===== src/pkg/stc_pkg.sv =====
// shared constants and types for the sixteen-bit timer core
package stc_pkg;
  // byte register selects on the cpu port
  localparam logic [3:0] SEL_CNT_L = 4'h0;
  localparam logic [3:0] SEL_CNT_H = 4'h1;
  localparam logic [3:0] SEL_CMPA_L = 4'h2;
  localparam logic [3:0] SEL_CMPA_H = 4'h3;
  localparam logic [3:0] SEL_CMPB_L = 4'h4;
  localparam logic [3:0] SEL_CMPB_H = 4'h5;
  localparam logic [3:0] SEL_CAP_L = 4'h6;
  localparam logic [3:0] SEL_CAP_H = 4'h7;
  localparam logic [3:0] SEL_CTRL_A = 4'h8;
  localparam logic [3:0] SEL_CTRL_B = 4'h9;
  localparam logic [3:0] SEL_CTRL_C = 4'ha;
  localparam logic [3:0] SEL_FLAG = 4'hb;
  localparam logic [3:0] SEL_IRQ_EN = 4'hc;
  // count limits
  localparam logic [15:0] CNT_BOTTOM = 16'h0000;
  localparam logic [15:0] CNT_MAX = 16'hffff;
  localparam logic [15:0] TOP_8BIT = 16'h00ff;
  localparam logic [15:0] TOP_9BIT = 16'h01ff;
  localparam logic [15:0] TOP_10BIT = 16'h03ff;
  localparam logic [7:0] HOLD_RESET = 8'h00;
  // flag bit positions
  localparam int FLG_OVF = 0;
  localparam int FLG_MA = 1;
  localparam int FLG_MB = 2;
  localparam int FLG_CAP = 5;
  // top source selection (control a bits 1:0)
  typedef enum logic [1:0] {
    TOP_SRC_MAX = 2'b00,
    TOP_SRC_FIX = 2'b01,
    TOP_SRC_CMPA = 2'b10,
    TOP_SRC_CAP = 2'b11
  } stc_top_src_t;
  // clock select (control b bits 2:0)
  localparam logic [2:0] CS_NONE = 3'h0;
  localparam logic [2:0] CS_PRE = 3'h1;
  localparam logic [2:0] CS_EXT_FALL = 3'h6;
  localparam logic [2:0] CS_EXT_RISE = 3'h7;
  localparam int NOISE_LEN = 4;
  typedef struct packed {
    logic wr;
    logic rd;
    logic [3:0] sel;
    logic [7:0] wdata;
  } stc_bus_t;
endpackage


===== src/core/stc_timer.sv =====
// sixteen-bit timer core with byte-wide cpu access
`timescale 1ns/10ps
// What this block does
// count of zero is bottom.
// count of all ones is maximum.
// top is a fixed value, compare a, or capture value per mode.
// sixteen-bit registers are reached as two byte accesses.
// one shared eight-bit high-byte latch for all wide registers.
// low-byte write loads latch and written byte in one cycle.
// low-byte read copies high byte into latch; high read returns latch.
// cpu writes high first and reads low first.
// compare reads return contents directly, latch untouched.
// software guards two-byte accesses against interrupt code.
// both compare registers are checked against the count every cycle.
// a compare match sets match flag a or b.
// no selected clock source holds the count.
// timer tick comes from prescaler or external pin, chosen edge.
// selected capture edge copies count into capture value, except when the capture value is the top source.
// capture input is filtered against short spikes.
// compare a as top in pwm mode is double buffered and drives no output.
// four flags in one register, each masked by an enable bit.
// control registers are plain byte read/write.
// cpu count write beats clear or count in that cycle.
// capture flag sets with the capture copy.
// high-byte latch resets to zero.
module stc_timer
  import stc_pkg::*;
(
  input wire logic I_MCLK,
  input wire logic I_RSTN,
  input wire stc_bus_t I_BUS,
  input wire logic I_PRE_TICK,
  input wire logic I_EXT_COUNT_PIN,
  input wire logic I_CAPTURE_PIN_A,
  input wire logic I_CAPTURE_PIN_B,
  input wire logic I_COMP_OUT,
  input wire logic I_FLAG_ACK_OVF,
  input wire logic I_FLAG_ACK_MA,
  input wire logic I_FLAG_ACK_MB,
  input wire logic I_FLAG_ACK_CAP,
  output logic [7:0] O_RDATA,
  output logic O_MATCH_A,
  output logic O_MATCH_B,
  output logic O_IRQ_OVF,
  output logic O_IRQ_MA,
  output logic O_IRQ_MB,
  output logic O_IRQ_CAP
);
  logic [15:0] cnt_reg, cnt_next, cmpa_reg, cmpa_next, cmpb_reg, cmpb_next;
  logic [15:0] cmpa_buf_reg, cmpa_buf_next, cmpb_buf_reg, cmpb_buf_next;
  logic [15:0] cap_reg, cap_next;
  logic [7:0] hold_reg, hold_next, ctla_reg, ctla_next, ctlb_reg, ctlb_next;
  logic [7:0] ctlc_reg, ctlc_next, flag_reg, flag_next, ien_reg, ien_next;
  logic [7:0] rdata_reg, rdata_next;
  logic [1:0] ext_sync_reg, capa_sync_reg, capb_sync_reg, cmp_sync_reg;
  logic ext_last_reg, cap_filt_reg, cap_filt_next;
  logic [NOISE_LEN-1:0] cap_hist_reg;
  logic tick, top_hit, at_bottom, at_max, match_a, match_b, cap_src;
  logic cap_edge, cnt_wr, ovf_ev;
  logic [15:0] top_val;
  stc_top_src_t top_src;

  function automatic logic wr_sel(input stc_bus_t b, input logic [3:0] s);
    wr_sel = b.wr && (b.sel == s);
  endfunction

  // two-flop synchronisers for pin inputs
  always_ff @(posedge I_MCLK or negedge I_RSTN) begin
    if (!I_RSTN) begin
      ext_sync_reg <= 2'h0;
      capa_sync_reg <= 2'h0;
      capb_sync_reg <= 2'h0;
      cmp_sync_reg <= 2'h0;
      ext_last_reg <= 1'b0;
      cap_hist_reg <= '0;
    end else begin
      ext_sync_reg <= {ext_sync_reg[0], I_EXT_COUNT_PIN};
      capa_sync_reg <= {capa_sync_reg[0], I_CAPTURE_PIN_A};
      capb_sync_reg <= {capb_sync_reg[0], I_CAPTURE_PIN_B};
      cmp_sync_reg <= {cmp_sync_reg[0], I_COMP_OUT};
      ext_last_reg <= ext_sync_reg[1];
      cap_hist_reg <= {cap_hist_reg[NOISE_LEN-2:0], cap_src};
    end
  end

  // clock selection and limits
  always_comb begin
    unique case (ctlb_reg[2:0])
      CS_NONE: tick = 1'b0;
      CS_EXT_FALL: tick = ext_last_reg && !ext_sync_reg[1];
      CS_EXT_RISE: tick = !ext_last_reg && ext_sync_reg[1];
      default: tick = I_PRE_TICK;
    endcase
    top_src = stc_top_src_t'(ctla_reg[1:0]);
    unique case (top_src)
      TOP_SRC_MAX: top_val = CNT_MAX;
      TOP_SRC_FIX: begin
        unique case (ctla_reg[3:2])
          2'h1: top_val = TOP_9BIT;
          2'h2: top_val = TOP_10BIT;
          default: top_val = TOP_8BIT;
        endcase
      end
      TOP_SRC_CMPA: top_val = cmpa_reg;
      TOP_SRC_CAP: top_val = cap_reg;
    endcase
    at_bottom = (cnt_reg == CNT_BOTTOM);
    at_max = (cnt_reg == CNT_MAX);
    top_hit = (cnt_reg == top_val);
    match_a = (cnt_reg == cmpa_reg);
    match_b = (cnt_reg == cmpb_reg);
    cap_src = ctlc_reg[6] ? cmp_sync_reg[1] :
              (ctlc_reg[7] ? capb_sync_reg[1] : capa_sync_reg[1]);
    cap_filt_next = cap_filt_reg;
    if (ctlb_reg[7]) begin
      if (&cap_hist_reg) cap_filt_next = 1'b1;
      else if (~|cap_hist_reg) cap_filt_next = 1'b0;
    end else begin
      cap_filt_next = cap_hist_reg[0];
    end
    // capture edge: bit 6 of control b picks rising
    cap_edge = ctlb_reg[6] ? (cap_filt_next && !cap_filt_reg)
                           : (!cap_filt_next && cap_filt_reg);
  end

  // counter, compare, capture, latch and cpu registers
  always_comb begin
    cnt_wr = wr_sel(I_BUS, SEL_CNT_L);
    cnt_next = cnt_reg;
    ovf_ev = 1'b0;
    if (cnt_wr) begin
      cnt_next = {hold_reg, I_BUS.wdata};
    end else if (tick) begin
      if (top_hit) begin
        cnt_next = CNT_BOTTOM;
        ovf_ev = 1'b1;
      end else begin
        cnt_next = cnt_reg + 16'h0001;
      end
    end
    hold_next = hold_reg;
    if (wr_sel(I_BUS, SEL_CNT_H) || wr_sel(I_BUS, SEL_CMPA_H) ||
        wr_sel(I_BUS, SEL_CMPB_H) || wr_sel(I_BUS, SEL_CAP_H)) begin
      hold_next = I_BUS.wdata;
    end
    if (I_BUS.rd && I_BUS.sel == SEL_CNT_L) hold_next = cnt_reg[15:8];
    if (I_BUS.rd && I_BUS.sel == SEL_CAP_L) hold_next = cap_reg[15:8];
    cmpa_buf_next = cmpa_buf_reg;
    cmpb_buf_next = cmpb_buf_reg;
    if (wr_sel(I_BUS, SEL_CMPA_L)) cmpa_buf_next = {hold_reg, I_BUS.wdata};
    if (wr_sel(I_BUS, SEL_CMPB_L)) cmpb_buf_next = {hold_reg, I_BUS.wdata};
    cmpa_next = cmpa_reg;
    cmpb_next = cmpb_reg;
    // double buffer: live in non-pwm mode, else update at top or bottom
    if (!ctla_reg[4] || (tick && (top_hit || at_bottom))) begin
      cmpa_next = cmpa_buf_next;
      cmpb_next = cmpb_buf_next;
    end
    cap_next = cap_reg;
    if (wr_sel(I_BUS, SEL_CAP_L)) cap_next = {hold_reg, I_BUS.wdata};
    else if (cap_edge && top_src != TOP_SRC_CAP) cap_next = cnt_reg;
    ctla_next = wr_sel(I_BUS, SEL_CTRL_A) ? I_BUS.wdata : ctla_reg;
    ctlb_next = wr_sel(I_BUS, SEL_CTRL_B) ? I_BUS.wdata : ctlb_reg;
    ctlc_next = wr_sel(I_BUS, SEL_CTRL_C) ? I_BUS.wdata : ctlc_reg;
    ien_next = wr_sel(I_BUS, SEL_IRQ_EN) ? I_BUS.wdata : ien_reg;
    // flags: write one or ack clears; a new event wins
    flag_next = flag_reg;
    if (wr_sel(I_BUS, SEL_FLAG)) flag_next = flag_reg & ~I_BUS.wdata;
    if (I_FLAG_ACK_OVF) flag_next[FLG_OVF] = 1'b0;
    if (I_FLAG_ACK_MA) flag_next[FLG_MA] = 1'b0;
    if (I_FLAG_ACK_MB) flag_next[FLG_MB] = 1'b0;
    if (I_FLAG_ACK_CAP) flag_next[FLG_CAP] = 1'b0;
    if (ovf_ev) flag_next[FLG_OVF] = 1'b1;
    if (tick && match_a) flag_next[FLG_MA] = 1'b1;
    if (tick && match_b) flag_next[FLG_MB] = 1'b1;
    if (cap_next != cap_reg || (cap_edge && top_src != TOP_SRC_CAP)) begin
      if (!wr_sel(I_BUS, SEL_CAP_L)) flag_next[FLG_CAP] = 1'b1;
    end
    flag_next = flag_next & 8'h27;
    rdata_next = rdata_reg;
    if (I_BUS.rd) begin
      unique case (I_BUS.sel)
        SEL_CNT_L: rdata_next = cnt_reg[7:0];
        SEL_CAP_L: rdata_next = cap_reg[7:0];
        SEL_CNT_H, SEL_CAP_H: rdata_next = hold_reg;
        SEL_CMPA_L: rdata_next = cmpa_buf_reg[7:0];
        SEL_CMPA_H: rdata_next = cmpa_buf_reg[15:8];
        SEL_CMPB_L: rdata_next = cmpb_buf_reg[7:0];
        SEL_CMPB_H: rdata_next = cmpb_buf_reg[15:8];
        SEL_CTRL_A: rdata_next = ctla_reg;
        SEL_CTRL_B: rdata_next = ctlb_reg;
        SEL_CTRL_C: rdata_next = ctlc_reg;
        SEL_FLAG: rdata_next = flag_reg;
        SEL_IRQ_EN: rdata_next = ien_reg;
        default: rdata_next = 8'h00;
      endcase
    end
  end

  always_ff @(posedge I_MCLK or negedge I_RSTN) begin
    if (!I_RSTN) begin
      cnt_reg <= 16'h0000;
      cmpa_reg <= 16'h0000;
      cmpb_reg <= 16'h0000;
      cmpa_buf_reg <= 16'h0000;
      cmpb_buf_reg <= 16'h0000;
      cap_reg <= 16'h0000;
      hold_reg <= HOLD_RESET;
      ctla_reg <= 8'h00;
      ctlb_reg <= 8'h00;
      ctlc_reg <= 8'h00;
      flag_reg <= 8'h00;
      ien_reg <= 8'h00;
      rdata_reg <= 8'h00;
      cap_filt_reg <= 1'b0;
    end else begin
      cnt_reg <= cnt_next;
      cmpa_reg <= cmpa_next;
      cmpb_reg <= cmpb_next;
      cmpa_buf_reg <= cmpa_buf_next;
      cmpb_buf_reg <= cmpb_buf_next;
      cap_reg <= cap_next;
      hold_reg <= hold_next;
      ctla_reg <= ctla_next;
      ctlb_reg <= ctlb_next;
      ctlc_reg <= ctlc_next;
      flag_reg <= flag_next;
      ien_reg <= ien_next;
      rdata_reg <= rdata_next;
      cap_filt_reg <= cap_filt_next;
    end
  end

  assign O_RDATA = rdata_reg;
  // compare a drives no output when it is top in pwm mode
  assign O_MATCH_A = match_a && !(ctla_reg[4] && top_src == TOP_SRC_CMPA);
  assign O_MATCH_B = match_b;
  assign O_IRQ_OVF = flag_reg[FLG_OVF] && ien_reg[FLG_OVF];
  assign O_IRQ_MA = flag_reg[FLG_MA] && ien_reg[FLG_MA];
  assign O_IRQ_MB = flag_reg[FLG_MB] && ien_reg[FLG_MB];
  assign O_IRQ_CAP = flag_reg[FLG_CAP] && ien_reg[FLG_CAP];
endmodule


===== config.mk =====
export PLATFORM = sky130hd
export DESIGN_NAME = stc_timer
export DESIGN_NICKNAME = d
export VERILOG_FILES = /design/src/pkg/stc_pkg.sv /design/src/core/stc_timer.sv
export SDC_FILE = /design/constraint.sdc
export NUM_CORES = 1
export LEC_CHECK = 0
export BUFFER_PORTS_ARGS = -buffer_cell sky130_fd_sc_hd__clkbuf_2
export CORE_UTILIZATION = 32
export DETAILED_ROUTE_END_ITERATION = 7
export GPL_ROUTABILITY_DRIVEN = 0
export SLEW_MARGIN = 20
export SYNTH_ARGS = -nofsm -noshare
export SYNTH_HDL_FRONTEND = slang
export SYNTH_SLANG_ARGS = --single-unit
export TNS_END_PERCENT = 5

===== constraint.sdc =====
create_clock -name I_MCLK -period 3 [get_ports I_MCLK]
set_input_delay 0.3 -clock I_MCLK [delete_from_list [all_inputs] [get_ports I_MCLK]]
set_output_delay 0.3 -clock I_MCLK [all_outputs]
set_load 0.02 [all_outputs]

After elaboration in Yosys (flattened, before gate mapping)
Cells that the tools add are included.
- register bits after elaboration: 162
- bits in latches: 0
- RAM bits: 0
- ROM bits: 0
- input bits: 25
- output and inout port bits: 14
- word-level logic and storage cells: 136
- memories kept: 0
- add/subtract/negate cells: 1
- multipliers: 0
- divide/modulo/power cells: 0
- $lt $le $gt $ge: 0
- eq/ne operators: 24
- shift operators: 0
- mux-type cells: 33
- bitwise operators: 2
- reduce and logical (&&, ||, !) cells: 53
- operators by type and width (kind ; count):
    2-to-1 mux 16 bit ; 7
    case mux 8 bit (12 select lines) ; 1
    case mux 16 bit (4 select lines) ; 1
    equality test 16 bit ; 3
    logical AND 1 bit ; 29
    2-to-1 mux 8 bit ; 3
    equality test 4 bit, second input constant ; 5
    case mux 10 bit (2 select lines) ; 1
    2-to-1 mux 1 bit ; 18
    adder 16 x 1 -> 16 bit, second input constant ; 1
    equality test 4 x 3 -> 1 bit, second input constant ; 4
    zero test 16 bit ; 1
    inequality test 16 bit ; 1
    nonzero test 3 bit ; 4
    equality test 4 x 2 -> 1 bit, second input constant ; 2
    AND 6 bit ; 1
    equality test 2 bit, second input constant ; 3
    equality test 3 bit, second input constant ; 2
    zero test 1 bit ; 6
    logical OR 1 bit ; 6
    2-to-1 mux 6 bit ; 1
    inverter 6 bit ; 1
    equality test 2 x 1 -> 1 bit, second input constant ; 2
    equality test 4 x 1 -> 1 bit, second input constant ; 1
    other kinds (9) ; 9

Depth between registers and ports, before layout
- word-level depth: 13
- mapped depth: 10
- gate-level depth less buffers: 9

Worst setup path after synthesis
No wires, ideal clock.
- path type: register to register
- from: register ctla_reg[2]
- to: register cmpa_reg[0]
- library setup time: 125 ps
- arrival: 2100 ps
- data required time: 2875 ps
- path slack: 775 ps
- stages on the path, launching flop included: 11
- buffers on the path: 1
- clock period less this slack: 2225 ps
- path through: dfrtp_1 -> inv_1 -> ha_1 -> and3b_1 -> a21oi_1 -> xor2_1 -> nor4_1 -> and4_4 -> o21ai_4 -> buf_6 -> mux2_4
- word-level cells in the longest chain between the ends: 7
- elaborated cells on any way between the ends: 8
- those cells by class: eq/ne: 3; mux: 2; reduce/logical: 3
- RTL lines (what ; line ; source):
    from (decl) ; stc_timer.sv:52 ; logic [7:0] hold_reg, hold_next, ctla_reg, ctla_next, ctlb_reg, ctlb_next;
    from (signal assigned) ; stc_timer.sv:224 ; ctla_reg <= ctla_next;
    equality test 2 bit or equality test 2 x 1 -> 1 bit (tied branches) ; stc_timer.sv:98 ; unique case (ctla_reg[3:2])
    case mux 10 bit (2 select lines) * ; stc_timer.sv:98 ;
    case mux 16 bit (4 select lines) * ; stc_timer.sv:95 ; unique case (top_src)
    equality test 16 bit * ; stc_timer.sv:109 ; top_hit = (cnt_reg == top_val);
    logical OR 1 bit * ; stc_timer.sv:155 ; if (!ctla_reg[4] || (tick && (top_hit || at_bottom))) begin
    logical AND 1 bit * ; stc_timer.sv:155 ;
    logical OR 1 bit * ; stc_timer.sv:155 ;
    to (signal assigned) ; stc_timer.sv:218 ; cmpa_reg <= cmpa_next;
    to (decl) ; stc_timer.sv:49 ; logic [15:0] cnt_reg, cnt_next, cmpa_reg, cmpa_next, cmpb_reg, cmpb_next;
Mark *: on every way between the ends. The rest lies on a longest branch, timed or not.
A chain may end at the register's enable or synchronous reset.

Worst setup path in the final report
- from: register cnt_reg[7]
- to: output O_MATCH_A
- word-level cells in the longest chain between the ends: 2
- RTL lines (what ; line ; source):
    from (decl) ; stc_timer.sv:49 ;
    from (signal assigned) ; stc_timer.sv:217 ; cnt_reg <= cnt_next;
    equality test 16 bit ; stc_timer.sv:110 ; match_a = (cnt_reg == cmpa_reg);
    logical AND 1 bit ; stc_timer.sv:236 ; assign O_MATCH_A = match_a && !(ctla_reg[4] && top_src == TOP_SRC_CMPA);
    to (decl) ; stc_timer.sv:42 ; output logic O_MATCH_A,
Every way passes these cells.

==> qor.csv <==
metric;value;unit
status;completed;
cp_slowest_cell;dfrtp_1;
synth_top_family_by_area;multiplexers;
antenna_left;0;
crit_path_end_kind;output port;
synth_ff_type;dfrtp_1;
finalClockSkew;9.14;ps
die_h;168;microns
cts_tree;built;
r2r_slack;170;ps
grt_usage;20.0;%
cts_buffer_depth;2;
fmax;348;MHz
syn_area_per_cell;10.6;sq um
rows;60;
grt_pass1_vias;6614;
cp_cell_sequence;buf_4, xor2_1, nor4_1, nand4_1, a31oi_1, clkbuf_2;
finalCritPeriodShare;95.8;%
crit_arrival;2580;ps
wl_per_cell;22.3;microns
synth_compound_area_share;10.3;%
cts-root-buf;clkbuf_16;
num_antenna_cells;0;
post_cts_buffers;0;
wl;27.0;mm
dp.cells;1176;
worst_slew_pin_slew;824;ps
pre_cts_slack;230;ps
netSwitchingPower;3.26;mW
power_frac_comb;33.6;%
reg2regPathDepth;9;
hp-class;input port to flop;
synthArstFlopShare;100;%
synth_cells;824;
drv_cap;0;
rsz0062_at_grt;no;
synth_most_common_cell;dfrtp_1;
drive_above_1_share;25.5;%
synth.distinct_cells;58;
synth_fp_nets;852;
synth_mux_area_share;20.2;%
power.leakage;4.27;nW
r2r-end;cmpa_reg[8]$_DFFE_PN0P_;
required;2700;ps
tns;0;ps
hold_viol_final;0;
relSlewSlack;44.9;%
seqPwrFrac;42.3;%
yosysTopAreaCellShare;46.2;%
synth-edff-count;0;
via_count;6687;
synth_warnings;0;
via_per_inst;5.52;
fillCellCount;2628;
antenna_found_initial;0;
hold_path_depth;3;
worstHoldStart;I_FLAG_ACK_OVF;
min_period;2880;ps
dieArea;0.0281;sq mm
layout_setup_ws;125;ps
die-width;168;microns
start_kind;flop;
path_max_fanout;10;
drt_pass1_iterations;5;
clock_sinks;162;
swShare;36.7;%
drcViolationCount;0;
drt_iter0_markers;676;
slew_viol_final;0;
stdcell_count;1212;
grt.overflow.total;0;
io_pins;39;
synth-simple-area-share;13.8;%
critical_path_class;flop to output port;
nets;887;
port_buffers;38;
htree_levels;4;
yosysTopAreaCell;dfrtp_1;
synth_xor_area_share;4.79;%
clk_latency;430;ps
slowest_delay;560;ps
grt_max_degree;99;
synth_commonest_cells;162 x dfrtp_1, 81 x mux2_2, 68 x nand2_1;
cts-buffers-inserted;17;
clkPwrFrac;24.2;%
areaGrowthSynthToFinish;14.6;%
hold_end;flag_reg[0]$_DFFE_PN0P_;
dp_hpwl;19.4;mm
synthesis.area;0.00877;sq mm
grt_pass1_wl;42.2;mm
synth_seq_area_share;46.2;%
p_per_area;884;mW/mm^2
ir_drop;0.454;mV
synth_adder_area_share;0.428;%
start_util;32.5;%
p_int;5.63;mW
synth.top_cells.by_area;dfrtp_1 46%, mux2_2 10%, mux2_4 5.1%;
setup_viol;0;
core;0.0270;sq mm
path_clk_slew;70;ps
rr_startpoint;ctla_reg[1]$_DFFE_PN0P_;
ys_ff_latch;162;
[cell families after synthesis]
family                   count (synthesis)
AND/OR/NAND/NOR                        237
flip-flops                             162
adder cells (fa/ha/maj)                  3
XOR/XNOR                                48
buffers and inverters                   84
AO/OA/AOI/OAI                          138
multiplexers                           152
[metrics by stage]
stage	instance area [sq um]	hold slack [ps]	power [mW]	utilization [%]
6_report	10100	131	8.89	37.3
5_1_grt	10100	146	9.35	37.3
4_1_cts	10100	126	8.87	37.3
3_5_place_dp	9440	150	6.70	35.0
3_3_place_gp	9440	149	6.64	35.0
2_1_floorplan	8770	4.41	5.69	-
[how the worst max path moves through the flow]
stage | start | cells after the start | endpoint | slack (ps)
floorplan | ctla_reg[2]$_DFFE_PN0P_ | 10 | cmpa_reg[0]$_DFFE_PN0P_ | 770
global placement | ctla_reg[1]$_DFFE_PN0P_ | 9 | cmpb_reg[4]$_DFFE_PN0P_ | 230
detailed placement | ctla_reg[1]$_DFFE_PN0P_ | 9 | cmpb_reg[8]$_DFFE_PN0P_ | 230
CTS | ctla_reg[1]$_DFFE_PN0P_ | 9 | cmpa_reg[8]$_DFFE_PN0P_ | 220
global route | ctla_reg[1]$_DFFE_PN0P_ | 9 | cmpb_reg[2]$_DFFE_PN0P_ | 20
finish | cnt_reg[7]$_DFFE_PN0P_ | 6 | O_MATCH_A | 120
[placed cells by master, fill, tap and decap left out, types with 8 or more instances in the layout]
master     netlist  routed
nor2b_1         12      12
inv_1           16      16
a22o_1          10      10
mux2_2          81      81
nand4_1         11      11
clkbuf_2         0      37
dfrtp_1        162     162
mux2i_1         41      41
nor3_1           8       8
mux2_4          30      30
xnor2_1         19      19
nor2_1          42      42
o21ai_0         46      46
o22ai_1         10      10
clkbuf_16        0      17
nand3_1         26      26
and3_1          12      12
buf_4            4      36
a22oi_1          9       9
a221oi_1         8       8
nand2_1         68      68
nor4_1          24      24
xor2_1          29      29
a21oi_1         23      23
nand3b_1         8       8
[layout make-up]
class	count	area, sq um	share of cell area, %
Sequential cell	162	4050	40.3
Timing Repair Buffer	83	597	5.94
Multi-Input combinational cell	578	4350	43.3
Inverter	17	63.8	0.635
Clock inverter	8	105	1.05
Tap cell	341	427	4.24
Clock buffer	23	458	4.56
[repair_timing]
action | CTS | global route
hold buffers | 5 | 0
resized for setup | 0 | 0
endpoints found under the setup margin | 0 | 0
hold endpoints to repair | 21 | 0
[worst max-delay path: cells and delay by family (launching register included)]
family,cells,cell delay (ps)
flops,1,560
xor+xnor,1,160
simple gates,2,590
compound gates,1,340
buf+inv,2,490
[routing by layer]
metal	vias to the layer above	global-route usage [%]	part of all wire (%)
met5	-	0	0
met4	0	5.50	1.7
met3	35	4.49	6.1
met2	213	30.2	45
met1	3412	28.7	47
li1	3027	-	-
[power by group through the flow]
stage | Clock, mW | Combinational (mW) | Sequential [mW]
floorplan | 0 | 2.40 | 3.28
global placement | 0 | 2.89 | 3.75
detailed placement | 0 | 2.94 | 3.76
CTS | 2.17 | 2.96 | 3.74
global route | 2.27 | 3.25 | 3.83
finish | 2.15 | 2.98 | 3.75
Power figures use the tool's default switching activity.
